--- config.mk ---
export PLATFORM = sky130hd
export DESIGN_NAME = fsem_monitor
export DESIGN_NICKNAME = d
export VERILOG_FILES = /design/src/design/fsem_pkg.sv /design/src/design/fsem_stale_timer.sv /design/src/design/fsem_err_latch.sv /design/src/design/fsem_monitor.sv
export VERILOG_INCLUDE_DIRS = /design/src /design/src/design
export SDC_FILE = /design/constraint.sdc
export NUM_CORES = 1
export LEC_CHECK = 0
export CORE_ASPECT_RATIO = 0.9
export CORE_UTILIZATION = 55
export DETAILED_ROUTE_END_ITERATION = 10
export DONT_BUFFER_PORTS = 1
export PLACE_DENSITY = 0.69
export SYNTH_ARGS = -nofsm -noshare
export SYNTH_HDL_FRONTEND = slang
export SYNTH_HIERARCHICAL = 1
export SYNTH_SLANG_ARGS = --single-unit
--- constraint.sdc ---
create_clock -name mclk -period 2.1 [get_ports mclk]
set_input_delay 0.105 -clock mclk [delete_from_list [all_inputs] [get_ports mclk]]
set_output_delay 0.105 -clock mclk [all_outputs]
set_load 0.1 [all_outputs]
--- src/design/fsem_consts.svh ---
// Constants of the fieldbus state error monitor: error codes, timing.
// Assumes inclusion by bare name from the package and the modules.
`ifndef FSEM_CONSTS_SVH
`define FSEM_CONSTS_SVH

// Main error groups
`define FSEM_MAIN_DL 8'h80
`define FSEM_MAIN_SM 8'h81

// Sub codes of main group 80
`define FSEM_SUB_FW_PROG 8'h05
`define FSEM_SUB_DESC 8'h06

// Sub codes of main group 81
`define FSEM_SUB_ILLEGAL 8'h01
`define FSEM_SUB_UNKNOWN 8'h02
`define FSEM_SUB_BOOT_REQ 8'h03
`define FSEM_SUB_FW_HW 8'h04
`define FSEM_SUB_MBX_BOOT 8'h05
`define FSEM_SUB_MBX_SM 8'h06
`define FSEM_SUB_SM_CFG 8'h07
`define FSEM_SUB_TX_STALE 8'h08

// Neutral values
`define FSEM_CODE_NONE 8'h00
`define FSEM_COUNT_ZERO 8'h00
`define FSEM_COUNT_ONE 8'h01
`define FSEM_COUNT_MAX 8'hFF

// Timing: clock rate and stale transmit data timeout
`define FSEM_CLK_HZ 40_000_000
`define FSEM_MS_PER_S 1000
`define FSEM_STALE_MS 1000
`define FSEM_CNT_ZERO 32'h0000_0000
`define FSEM_CNT_ONE 32'h0000_0001

`endif

--- src/design/fsem_pkg.sv ---
// Types of the fieldbus state error monitor.
// Assumes the constants header is on the include path.
`include "fsem_consts.svh"

package fsem_pkg;

  // Network state machine states; codes 3'b101..3'b111 are undefined
  typedef enum logic [2:0] {
    FSEM_ST_INIT = 3'b000,
    FSEM_ST_PREOP = 3'b001,
    FSEM_ST_BOOT = 3'b010,
    FSEM_ST_SAFEOP = 3'b011,
    FSEM_ST_OP = 3'b100
  } fsem_state_e;

  typedef logic [7:0] fsem_code_t;

endpackage : fsem_pkg

--- src/design/fsem_stale_timer.sv ---
// Watches refreshes of transmit process data and pulses once on timeout.
// Assumes refresh is a one-cycle pulse on the same clock.
`include "fsem_consts.svh"

module fsem_stale_timer
  import fsem_pkg::*;
#(
  parameter int unsigned LIMIT = `FSEM_CLK_HZ / `FSEM_MS_PER_S * `FSEM_STALE_MS
) (
  input wire logic mclk,
  input wire logic rst_n,
  input wire logic ce,
  input wire logic refresh,
  output logic stale_pulse
);

  typedef struct packed {
    logic [31:0] cnt;
    logic fired;
    logic pulse;
  } fsem_timer_s;

  fsem_timer_s st_reg;
  fsem_timer_s st_next;

  always_comb begin
    st_next = st_reg;
    st_next.pulse = 1'b0;
    if (refresh) begin
      st_next.cnt = `FSEM_CNT_ZERO;
      st_next.fired = 1'b0;
    end else if (st_reg.cnt > 32'(LIMIT)) begin
      // Strictly longer than the timeout; report once per stall
      if (!st_reg.fired) begin
        st_next.pulse = 1'b1; // [RULE10]
        st_next.fired = 1'b1;
      end
    end else begin
      st_next.cnt = st_reg.cnt + `FSEM_CNT_ONE;
    end
  end

  always_ff @(posedge mclk) begin
    if (!rst_n) begin
      st_reg <= '0;
    end else if (ce) begin
      st_reg <= st_next;
    end
  end

  assign stale_pulse = st_reg.pulse;

endmodule : fsem_stale_timer

--- src/design/fsem_err_latch.sv ---
// Holds the main and sub code of the latest fault until cleared.
// Assumes set and clear are single-cycle strobes on the same clock.
`include "fsem_consts.svh"

module fsem_err_latch
  import fsem_pkg::*;
(
  input wire logic mclk,
  input wire logic rst_n,
  input wire logic ce,
  input wire logic set,
  input wire fsem_code_t set_main,
  input wire fsem_code_t set_sub,
  input wire logic clear,
  output fsem_code_t code_main,
  output fsem_code_t code_sub,
  output logic active
);

  typedef struct packed {
    fsem_code_t main_code;
    fsem_code_t sub_code;
    logic active;
  } fsem_latch_s;

  fsem_latch_s lt_reg;
  fsem_latch_s lt_next;

  always_comb begin
    lt_next = lt_reg;
    // A new fault wins over a clear in the same cycle
    if (set) begin
      lt_next.main_code = set_main; // [RULE12]
      lt_next.sub_code = set_sub; // [RULE12]
      lt_next.active = 1'b1;
    end else if (clear) begin
      lt_next.main_code = `FSEM_CODE_NONE;
      lt_next.sub_code = `FSEM_CODE_NONE;
      lt_next.active = 1'b0;
    end
  end

  always_ff @(posedge mclk) begin
    if (!rst_n) begin
      lt_reg <= '0;
    end else if (ce) begin
      lt_reg <= lt_next;
    end
  end

  assign code_main = lt_reg.main_code;
  assign code_sub = lt_reg.sub_code;
  assign active = lt_reg.active;

endmodule : fsem_err_latch

--- src/design/fsem_monitor.sv ---
// Fieldbus state error monitor: detects faults of the slave network
// state machine, latches their codes and orders a fallback state.
// Assumes all inputs come from logic on mclk; the state machine itself
// lives outside and applies fallback_state when fault_pulse is high.
//
// Function
// [RULE1] Firmware download programming failure in bootstrap: code 80/5, stay in bootstrap.
// [RULE2] Description file mismatching firmware in init: code 80/6, stay in init.
// [RULE3] Illegal transition request: code 81/1, operational drops to safe-operational.
// [RULE4] Request for undefined state: code 81/2, operational drops to safe-operational.
// [RULE5] Unsupported bootstrap request from init: code 81/3, return to init.
// [RULE6] Firmware mismatching hardware in bootstrap or init: code 81/4, stay.
// [RULE7] Mailbox setup without bootstrap support on init-to-bootstrap: 81/5, go init.
// [RULE8] Bad mailbox sync unit setup in pre-operational: code 81/6, go to init.
// [RULE9] Bad sync unit setup in pre-operational or above: 81/7, settle pre-operational.
// [RULE10] Transmit data not refreshed over one second: 81/8, operational to safe-op.
// [RULE11] Master issues only defined, legal, ordered requests with consistent configuration.
// [RULE12] Latest fault main and sub code stay latched until cleared.
`include "fsem_consts.svh"

module fsem_monitor
  import fsem_pkg::*;
#(
  parameter int unsigned STALE_CYCLES = `FSEM_CLK_HZ / `FSEM_MS_PER_S * `FSEM_STALE_MS
) (
  input wire logic mclk,
  input wire logic rst_n,
  input wire logic ce,
  input wire fsem_state_e net_state,
  input wire logic req_valid,
  input wire logic [2:0] req_state,
  input wire logic boot_supported,
  input wire logic mbx_boot_ok,
  input wire logic fw_program_fail,
  input wire logic desc_mismatch,
  input wire logic fw_hw_mismatch,
  input wire logic mbx_sm_invalid,
  input wire logic sm_cfg_invalid,
  input wire logic tx_refresh,
  input wire logic err_clear,
  output logic fault_pulse,
  output fsem_state_e fallback_state,
  output fsem_state_e err_state,
  output fsem_code_t err_main,
  output fsem_code_t err_sub,
  output logic err_active,
  output logic [7:0] fault_count
);

  typedef struct packed {
    logic fault_pulse;
    fsem_state_e fallback;
    fsem_state_e detect_state;
    logic [7:0] count;
    logic stale_pend;
  } fsem_mon_s;

  fsem_mon_s mon_reg;
  fsem_mon_s mon_next;

  logic stale_pulse;
  logic hit;
  fsem_code_t hit_main;
  fsem_code_t hit_sub;
  fsem_state_e hit_fallback;
  logic stale_taken;
  logic stale_seen;

  // One condition per reported code
  logic c_fw_prog;
  logic c_desc;
  logic c_fw_hw;
  logic c_boot_req;
  logic c_mbx_boot;
  logic c_mbx_sm;
  logic c_sm_cfg;
  logic c_unknown;
  logic c_illegal;

  // True for codes that name a state of the network state machine
  function automatic logic is_defined(input logic [2:0] code);
    case (code)
      FSEM_ST_INIT,
      FSEM_ST_PREOP,
      FSEM_ST_BOOT,
      FSEM_ST_SAFEOP,
      FSEM_ST_OP: is_defined = 1'b1;
      default: is_defined = 1'b0;
    endcase
  endfunction : is_defined

  // Legal steps; bootstrap is entered and left only through init.
  // A master that keeps to the order never reaches the illegal branch. [RULE11]
  function automatic logic is_legal(input fsem_state_e cur, input logic [2:0] req);
    logic ok;
    ok = 1'b0;
    if (req == cur) begin
      ok = 1'b1;
    end else begin
      case (cur)
        FSEM_ST_INIT: begin
          ok = (req == FSEM_ST_PREOP) || (req == FSEM_ST_BOOT);
        end
        FSEM_ST_PREOP: begin
          ok = (req == FSEM_ST_INIT) || (req == FSEM_ST_SAFEOP);
        end
        FSEM_ST_BOOT: begin
          ok = (req == FSEM_ST_INIT);
        end
        FSEM_ST_SAFEOP: begin
          ok = (req == FSEM_ST_INIT) || (req == FSEM_ST_PREOP) || (req == FSEM_ST_OP);
        end
        FSEM_ST_OP: begin
          ok = (req == FSEM_ST_INIT) || (req == FSEM_ST_PREOP) || (req == FSEM_ST_SAFEOP);
        end
        default: begin
          ok = 1'b0;
        end
      endcase
    end
    is_legal = ok;
  endfunction : is_legal

  // Hold states below safe-operational, drop operational to safe-operational
  function automatic fsem_state_e hold_below_safeop(input fsem_state_e cur);
    if (cur == FSEM_ST_OP) begin
      hold_below_safeop = FSEM_ST_SAFEOP;
    end else begin
      hold_below_safeop = cur;
    end
  endfunction : hold_below_safeop

  // Pre-operational and every state above it
  function automatic logic at_or_above_preop(input fsem_state_e cur);
    case (cur)
      FSEM_ST_PREOP,
      FSEM_ST_SAFEOP,
      FSEM_ST_OP: at_or_above_preop = 1'b1;
      default: at_or_above_preop = 1'b0;
    endcase
  endfunction : at_or_above_preop

  logic in_init;
  logic in_boot;
  logic in_preop;
  logic boot_req;
  logic req_defined;
  logic req_legal;

  assign in_init = (net_state == FSEM_ST_INIT);
  assign in_boot = (net_state == FSEM_ST_BOOT);
  assign in_preop = (net_state == FSEM_ST_PREOP);
  assign boot_req = req_valid && in_init && (req_state == FSEM_ST_BOOT);
  assign req_defined = is_defined(req_state);
  assign req_legal = is_legal(net_state, req_state);

  assign c_fw_prog = fw_program_fail && in_boot; // [RULE1]
  assign c_desc = desc_mismatch && in_init; // [RULE2]
  assign c_fw_hw = fw_hw_mismatch && (in_boot || in_init); // [RULE6]
  assign c_boot_req = boot_req && !boot_supported; // [RULE5]
  assign c_mbx_boot = boot_req && !mbx_boot_ok; // [RULE7]
  assign c_mbx_sm = mbx_sm_invalid && in_preop; // [RULE8]
  assign c_sm_cfg = sm_cfg_invalid && at_or_above_preop(net_state); // [RULE9]
  assign c_unknown = req_valid && !req_defined; // [RULE4]
  assign c_illegal = req_valid && !req_legal; // [RULE3]

  // The timer fires once per stall, so a stale report that loses to a
  // higher fault waits here; a refresh withdraws it
  assign stale_seen = stale_pulse || (mon_reg.stale_pend && !tx_refresh); // [RULE10]

  fsem_stale_timer #(
    .LIMIT(STALE_CYCLES)
  ) u_stale (
    .mclk(mclk),
    .rst_n(rst_n),
    .ce(ce),
    .refresh(tx_refresh),
    .stale_pulse(stale_pulse)
  );

  // Fault detection; when several arrive at once the first listed is reported
  always_comb begin
    hit = 1'b1;
    hit_main = `FSEM_MAIN_SM;
    hit_sub = `FSEM_CODE_NONE;
    hit_fallback = net_state;
    stale_taken = 1'b0;
    if (c_fw_prog) begin
      hit_main = `FSEM_MAIN_DL; // [RULE1]
      hit_sub = `FSEM_SUB_FW_PROG;
      hit_fallback = FSEM_ST_BOOT; // [RULE1]
    end else if (c_desc) begin
      hit_main = `FSEM_MAIN_DL; // [RULE2]
      hit_sub = `FSEM_SUB_DESC;
      hit_fallback = FSEM_ST_INIT; // [RULE2]
    end else if (c_fw_hw) begin
      hit_sub = `FSEM_SUB_FW_HW; // [RULE6]
      hit_fallback = net_state; // [RULE6]
    end else if (c_boot_req) begin
      hit_sub = `FSEM_SUB_BOOT_REQ; // [RULE5]
      hit_fallback = FSEM_ST_INIT; // [RULE5]
    end else if (c_mbx_boot) begin
      hit_sub = `FSEM_SUB_MBX_BOOT; // [RULE7]
      hit_fallback = FSEM_ST_INIT; // [RULE7]
    end else if (c_mbx_sm) begin
      hit_sub = `FSEM_SUB_MBX_SM; // [RULE8]
      hit_fallback = FSEM_ST_INIT; // [RULE8]
    end else if (c_sm_cfg) begin
      hit_sub = `FSEM_SUB_SM_CFG; // [RULE9]
      hit_fallback = FSEM_ST_PREOP; // [RULE9]
    end else if (c_unknown) begin
      hit_sub = `FSEM_SUB_UNKNOWN; // [RULE4]
      hit_fallback = hold_below_safeop(net_state); // [RULE4]
    end else if (c_illegal) begin
      hit_sub = `FSEM_SUB_ILLEGAL; // [RULE3]
      hit_fallback = hold_below_safeop(net_state); // [RULE3]
    end else if (stale_seen) begin
      hit_sub = `FSEM_SUB_TX_STALE; // [RULE10]
      hit_fallback = hold_below_safeop(net_state); // [RULE10]
      stale_taken = 1'b1;
    end else begin
      hit = 1'b0;
      hit_main = `FSEM_CODE_NONE;
    end
  end

  // Reaction register: one-cycle order, fallback target, context, count
  always_comb begin
    mon_next = mon_reg;
    mon_next.fault_pulse = 1'b0;
    mon_next.stale_pend = stale_seen && !stale_taken; // [RULE10]
    if (hit) begin
      mon_next.fault_pulse = 1'b1;
      mon_next.fallback = hit_fallback;
      mon_next.detect_state = net_state;
      if (err_clear) begin
        mon_next.count = `FSEM_COUNT_ONE;
      end else if (mon_reg.count != `FSEM_COUNT_MAX) begin
        mon_next.count = mon_reg.count + `FSEM_COUNT_ONE;
      end
    end else if (err_clear) begin
      mon_next.count = `FSEM_COUNT_ZERO;
      mon_next.detect_state = FSEM_ST_INIT;
    end
  end

  always_ff @(posedge mclk) begin
    if (!rst_n) begin
      mon_reg <= '0;
    end else if (ce) begin
      mon_reg <= mon_next;
    end
  end

  fsem_err_latch u_latch (
    .mclk(mclk),
    .rst_n(rst_n),
    .ce(ce),
    .set(hit),
    .set_main(hit_main),
    .set_sub(hit_sub),
    .clear(err_clear),
    .code_main(err_main),
    .code_sub(err_sub),
    .active(err_active)
  );

  assign fault_pulse = mon_reg.fault_pulse;
  assign fallback_state = mon_reg.fallback;
  assign err_state = mon_reg.detect_state;
  assign fault_count = mon_reg.count;

endmodule : fsem_monitor

==> impl_metrics.csv <==
group,metric,value,unit
run_status,outcome,"complete, but fails checks",
run_status,violations,"setup timing",
synthesis,yosysMostFrequentCell,"nand2_1",
finish,layout.nets,617,
floorplanning,row_count,30,
timing,finalClockSkew,0.0163,ns
critical_path,crit_buf_inv,0,
floorplanning,core,7580,sq um
job,cap_violations,0,
critical_path,path_max_fanout,7,
timing,fin_hold_ws,0.00306,ns
cts,clkLatencyLatePin,0.36,ns
cts,clk_path_buf_depth,2,
cts,cts_root_buf,"clkbuf_8",
timing,finalCritPeriodShare,101,%
timing,worst_pin_slew,0.561,ns
finish,diodes,0,
hold_path,hold_path.class,"primary input to flop",
timing,fin_ws,-0.0306,ns
critical_path,crit_arrival,2.38,ns
detailed_routing,drt_pass1_iterations,5,
synthesis,synth_edf_count,0,
critical_path,critPathTopFamily,"simple AND/OR/NAND/NOR gates",
detailed_routing,drt-total-wl,12.5,mm
finish,nFillCells,614,
global_route,antenna_found_initial,0,
synthesis,synthFlopType,"dfxtp_1",
synthesis,synth_top_area_share,30.9,%
finish,area_growth,21.8,%
finish,stdcell_count,696,
synthesis,synth_area,4340,sq um
synthesis,synthCells,537,
cts,clk_pin_slew,0.08,ns
critical_path,crit_type,"flop to flop",
global_route,overflow,0,
power,peakVddDrop,0.537,mV
power,powerDensity,601,nW/um^2
detailed_routing,detail_route.wl_per_cell,17.9,um
floorplanning,io-pin-count,51,
critical_path,crit_path_end_kind,"flop",
cts,htree_num_levels,3,
cts,cts.sinks,67,
floorplanning,start_util,57.2,%
critical_path,worstPathCellList,"or4b_4 -> nor4b_2 -> and4b_2 -> o21ai_4 -> o311a_1 -> o31a_1",
timing,grt_setup_unrepaired,"yes",
timing,drv_slew,0,
detailed_routing,drt_first_iter_violations,443,
place,gp_congestion,0.972,
critical_path,start_kind,"flop",
place,port_buffers,0,
cts,cts_tree,"done",
timing,slew_headroom,62.3,%
floorplanning,die_w,95.6,um
synthesis,synth_commonest_cells,"81 x nand2_1, 67 x dfxtp_1, 37 x nand3_1",
global_route,grt_usage,31.1,%
power,leakage,2.15,nW
timing,fmax,0.469,GHz
floorplanning,die_area,8250,sq um
synthesis,ys_seq_area_share,30.9,%
synthesis,yosys.area.top_type,"dfxtp_1",
synthesis,yosys_warnings,6,
critical_path,required,2.35,ns
synthesis,async_reset_ff_share,0,%
finish,drive_above_1_share,27.0,%
floorplanning,die_y,86.3,um
synthesis,synth_area_leaders,"dfxtp_1 31%, nand2_1 7.0%, nand3_1 4.3%",
cts,cts_made_buffers,9,
detailed_routing,drc,0,
critical_path,cp_slowest_cell,"or4b_4",
synthesis,synth_area_per_cell,8.08,sq um
global_route,grt_pass1_vias,4066,
finish,largest_register_ffs,33,
timing,setup_violations,2,
detailed_routing,viasPerCell,6.40,
critical_path,cp_slowest_stage_delay,0.53,ns
detailed_routing,postRouteAntennaNets,0,
finish,fin_util,69.7,%
timing,min_period,2.13,ns
global_route,grt_max_degree,72,
timing,final_hold_viol_count,0,
place,dp_hpwl,7.87,mm
global_route,grt_pass1_wl,19.9,mm
synthesis,ys_ff_latch,67,
synthesis,synth_cell_type_count,86,
detailed_routing,via_count,4457,
place,dp.cells,667,
## final cells by class
class	instances	area (sq um)	area share, %
multi-input combinational	415	2820	53.4
sequential	67	1360	25.6
timing repair buffer	89	728	13.8
clock buffer	11	151	2.86
tap	96	120	2.27
clock inverter	5	60.1	1.14
inverter	13	48.8	0.923
## kinds of logic after synthesis
logic type | count (synthesis) | share of synthesized area, %
adder cells (fa/ha/maj) | 3 | 0.865
flip-flops | 67 | 30.9
other | 1 | 0.0864
AND/OR/NAND/NOR | 259 | 32.1
multiplexers | 9 | 2.10
XOR/XNOR | 3 | 0.778
buffers and inverters | 64 | 8.16
AO/OA/AOI/OAI | 131 | 25.0
## worst paths after layout
check	start	to	slack, ns	cells past startpoint
worst max-delay path	u_stale/st_reg[6]	u_stale/st_reg[18]	-0.03	6
worst min-delay path	ce	u_stale/st_reg[18]	0.003	2
worst max register to register	u_stale/st_reg[6]	u_stale/st_reg[18]	-0.03	6
worst min register to register	mon_reg[0]	mon_reg[0]	0.47	2
## worst register-to-register path, stage by stage (launching register included)
cell	delay (ns)
dfxtp_1	0.32
or4b_4	0.53
nor4b_2	0.22
and4b_2	0.30
o21ai_4	0.09
o311a_1	0.30
o31a_1	0.26
## placed cells by master (no fill, tap or decap), types with 11 or more instances in the layout
master    count
and3_1       18
buf_4        77
nand3_1      36
a21oi_1      11
o21ai_0      15
clkbuf_8     11
dfxtp_1      58
inv_1        12
nand2_1      79
nor2_1       32
## what timing repair did
item                                    CTS  global route
buffers inserted                          0             4
hold buffers                              9             0
hold endpoints to repair                 54             0
pin swaps                                 1            13
resized for setup                         2            37
endpoints found under the setup margin    7            26
## metrics by stage
step | total power [mW] | cell area [sq um] | setup WS (ns) | setup TNS [ns]
global placement | 1.98 | 4770 | -0.00111 | -0.00111
detailed placement | 1.99 | 4770 | -0.0383 | -0.0908
CTS | 3.18 | 5100 | -0.0280 | -0.0280
global route | 3.29 | 5290 | -0.0983 | -0.724
floorplan | 1.94 | 4370 | -0.0168 | -0.0168
finish | 3.18 | 5290 | -0.0306 | -0.0528
## power breakdown
part | internal (mW) | switching [mW]
combinational | 0.193 | 0.502
clock | 0.617 | 0.542
sequential | 1.31 | 0.0161
total | 2.12 | 1.06
## metal layers
metal | share of wire, % | track usage (%) | vias to the layer above
li1 | - | - | 2090
met5 | 0 | 0 | -
met4 | 2.2 | 11.4 | 0
met1 | 44 | 43.4 | 2096
met3 | 8.7 | 7.28 | 33
met2 | 45 | 46.5 | 238
Power figures use the tool's default switching activity.
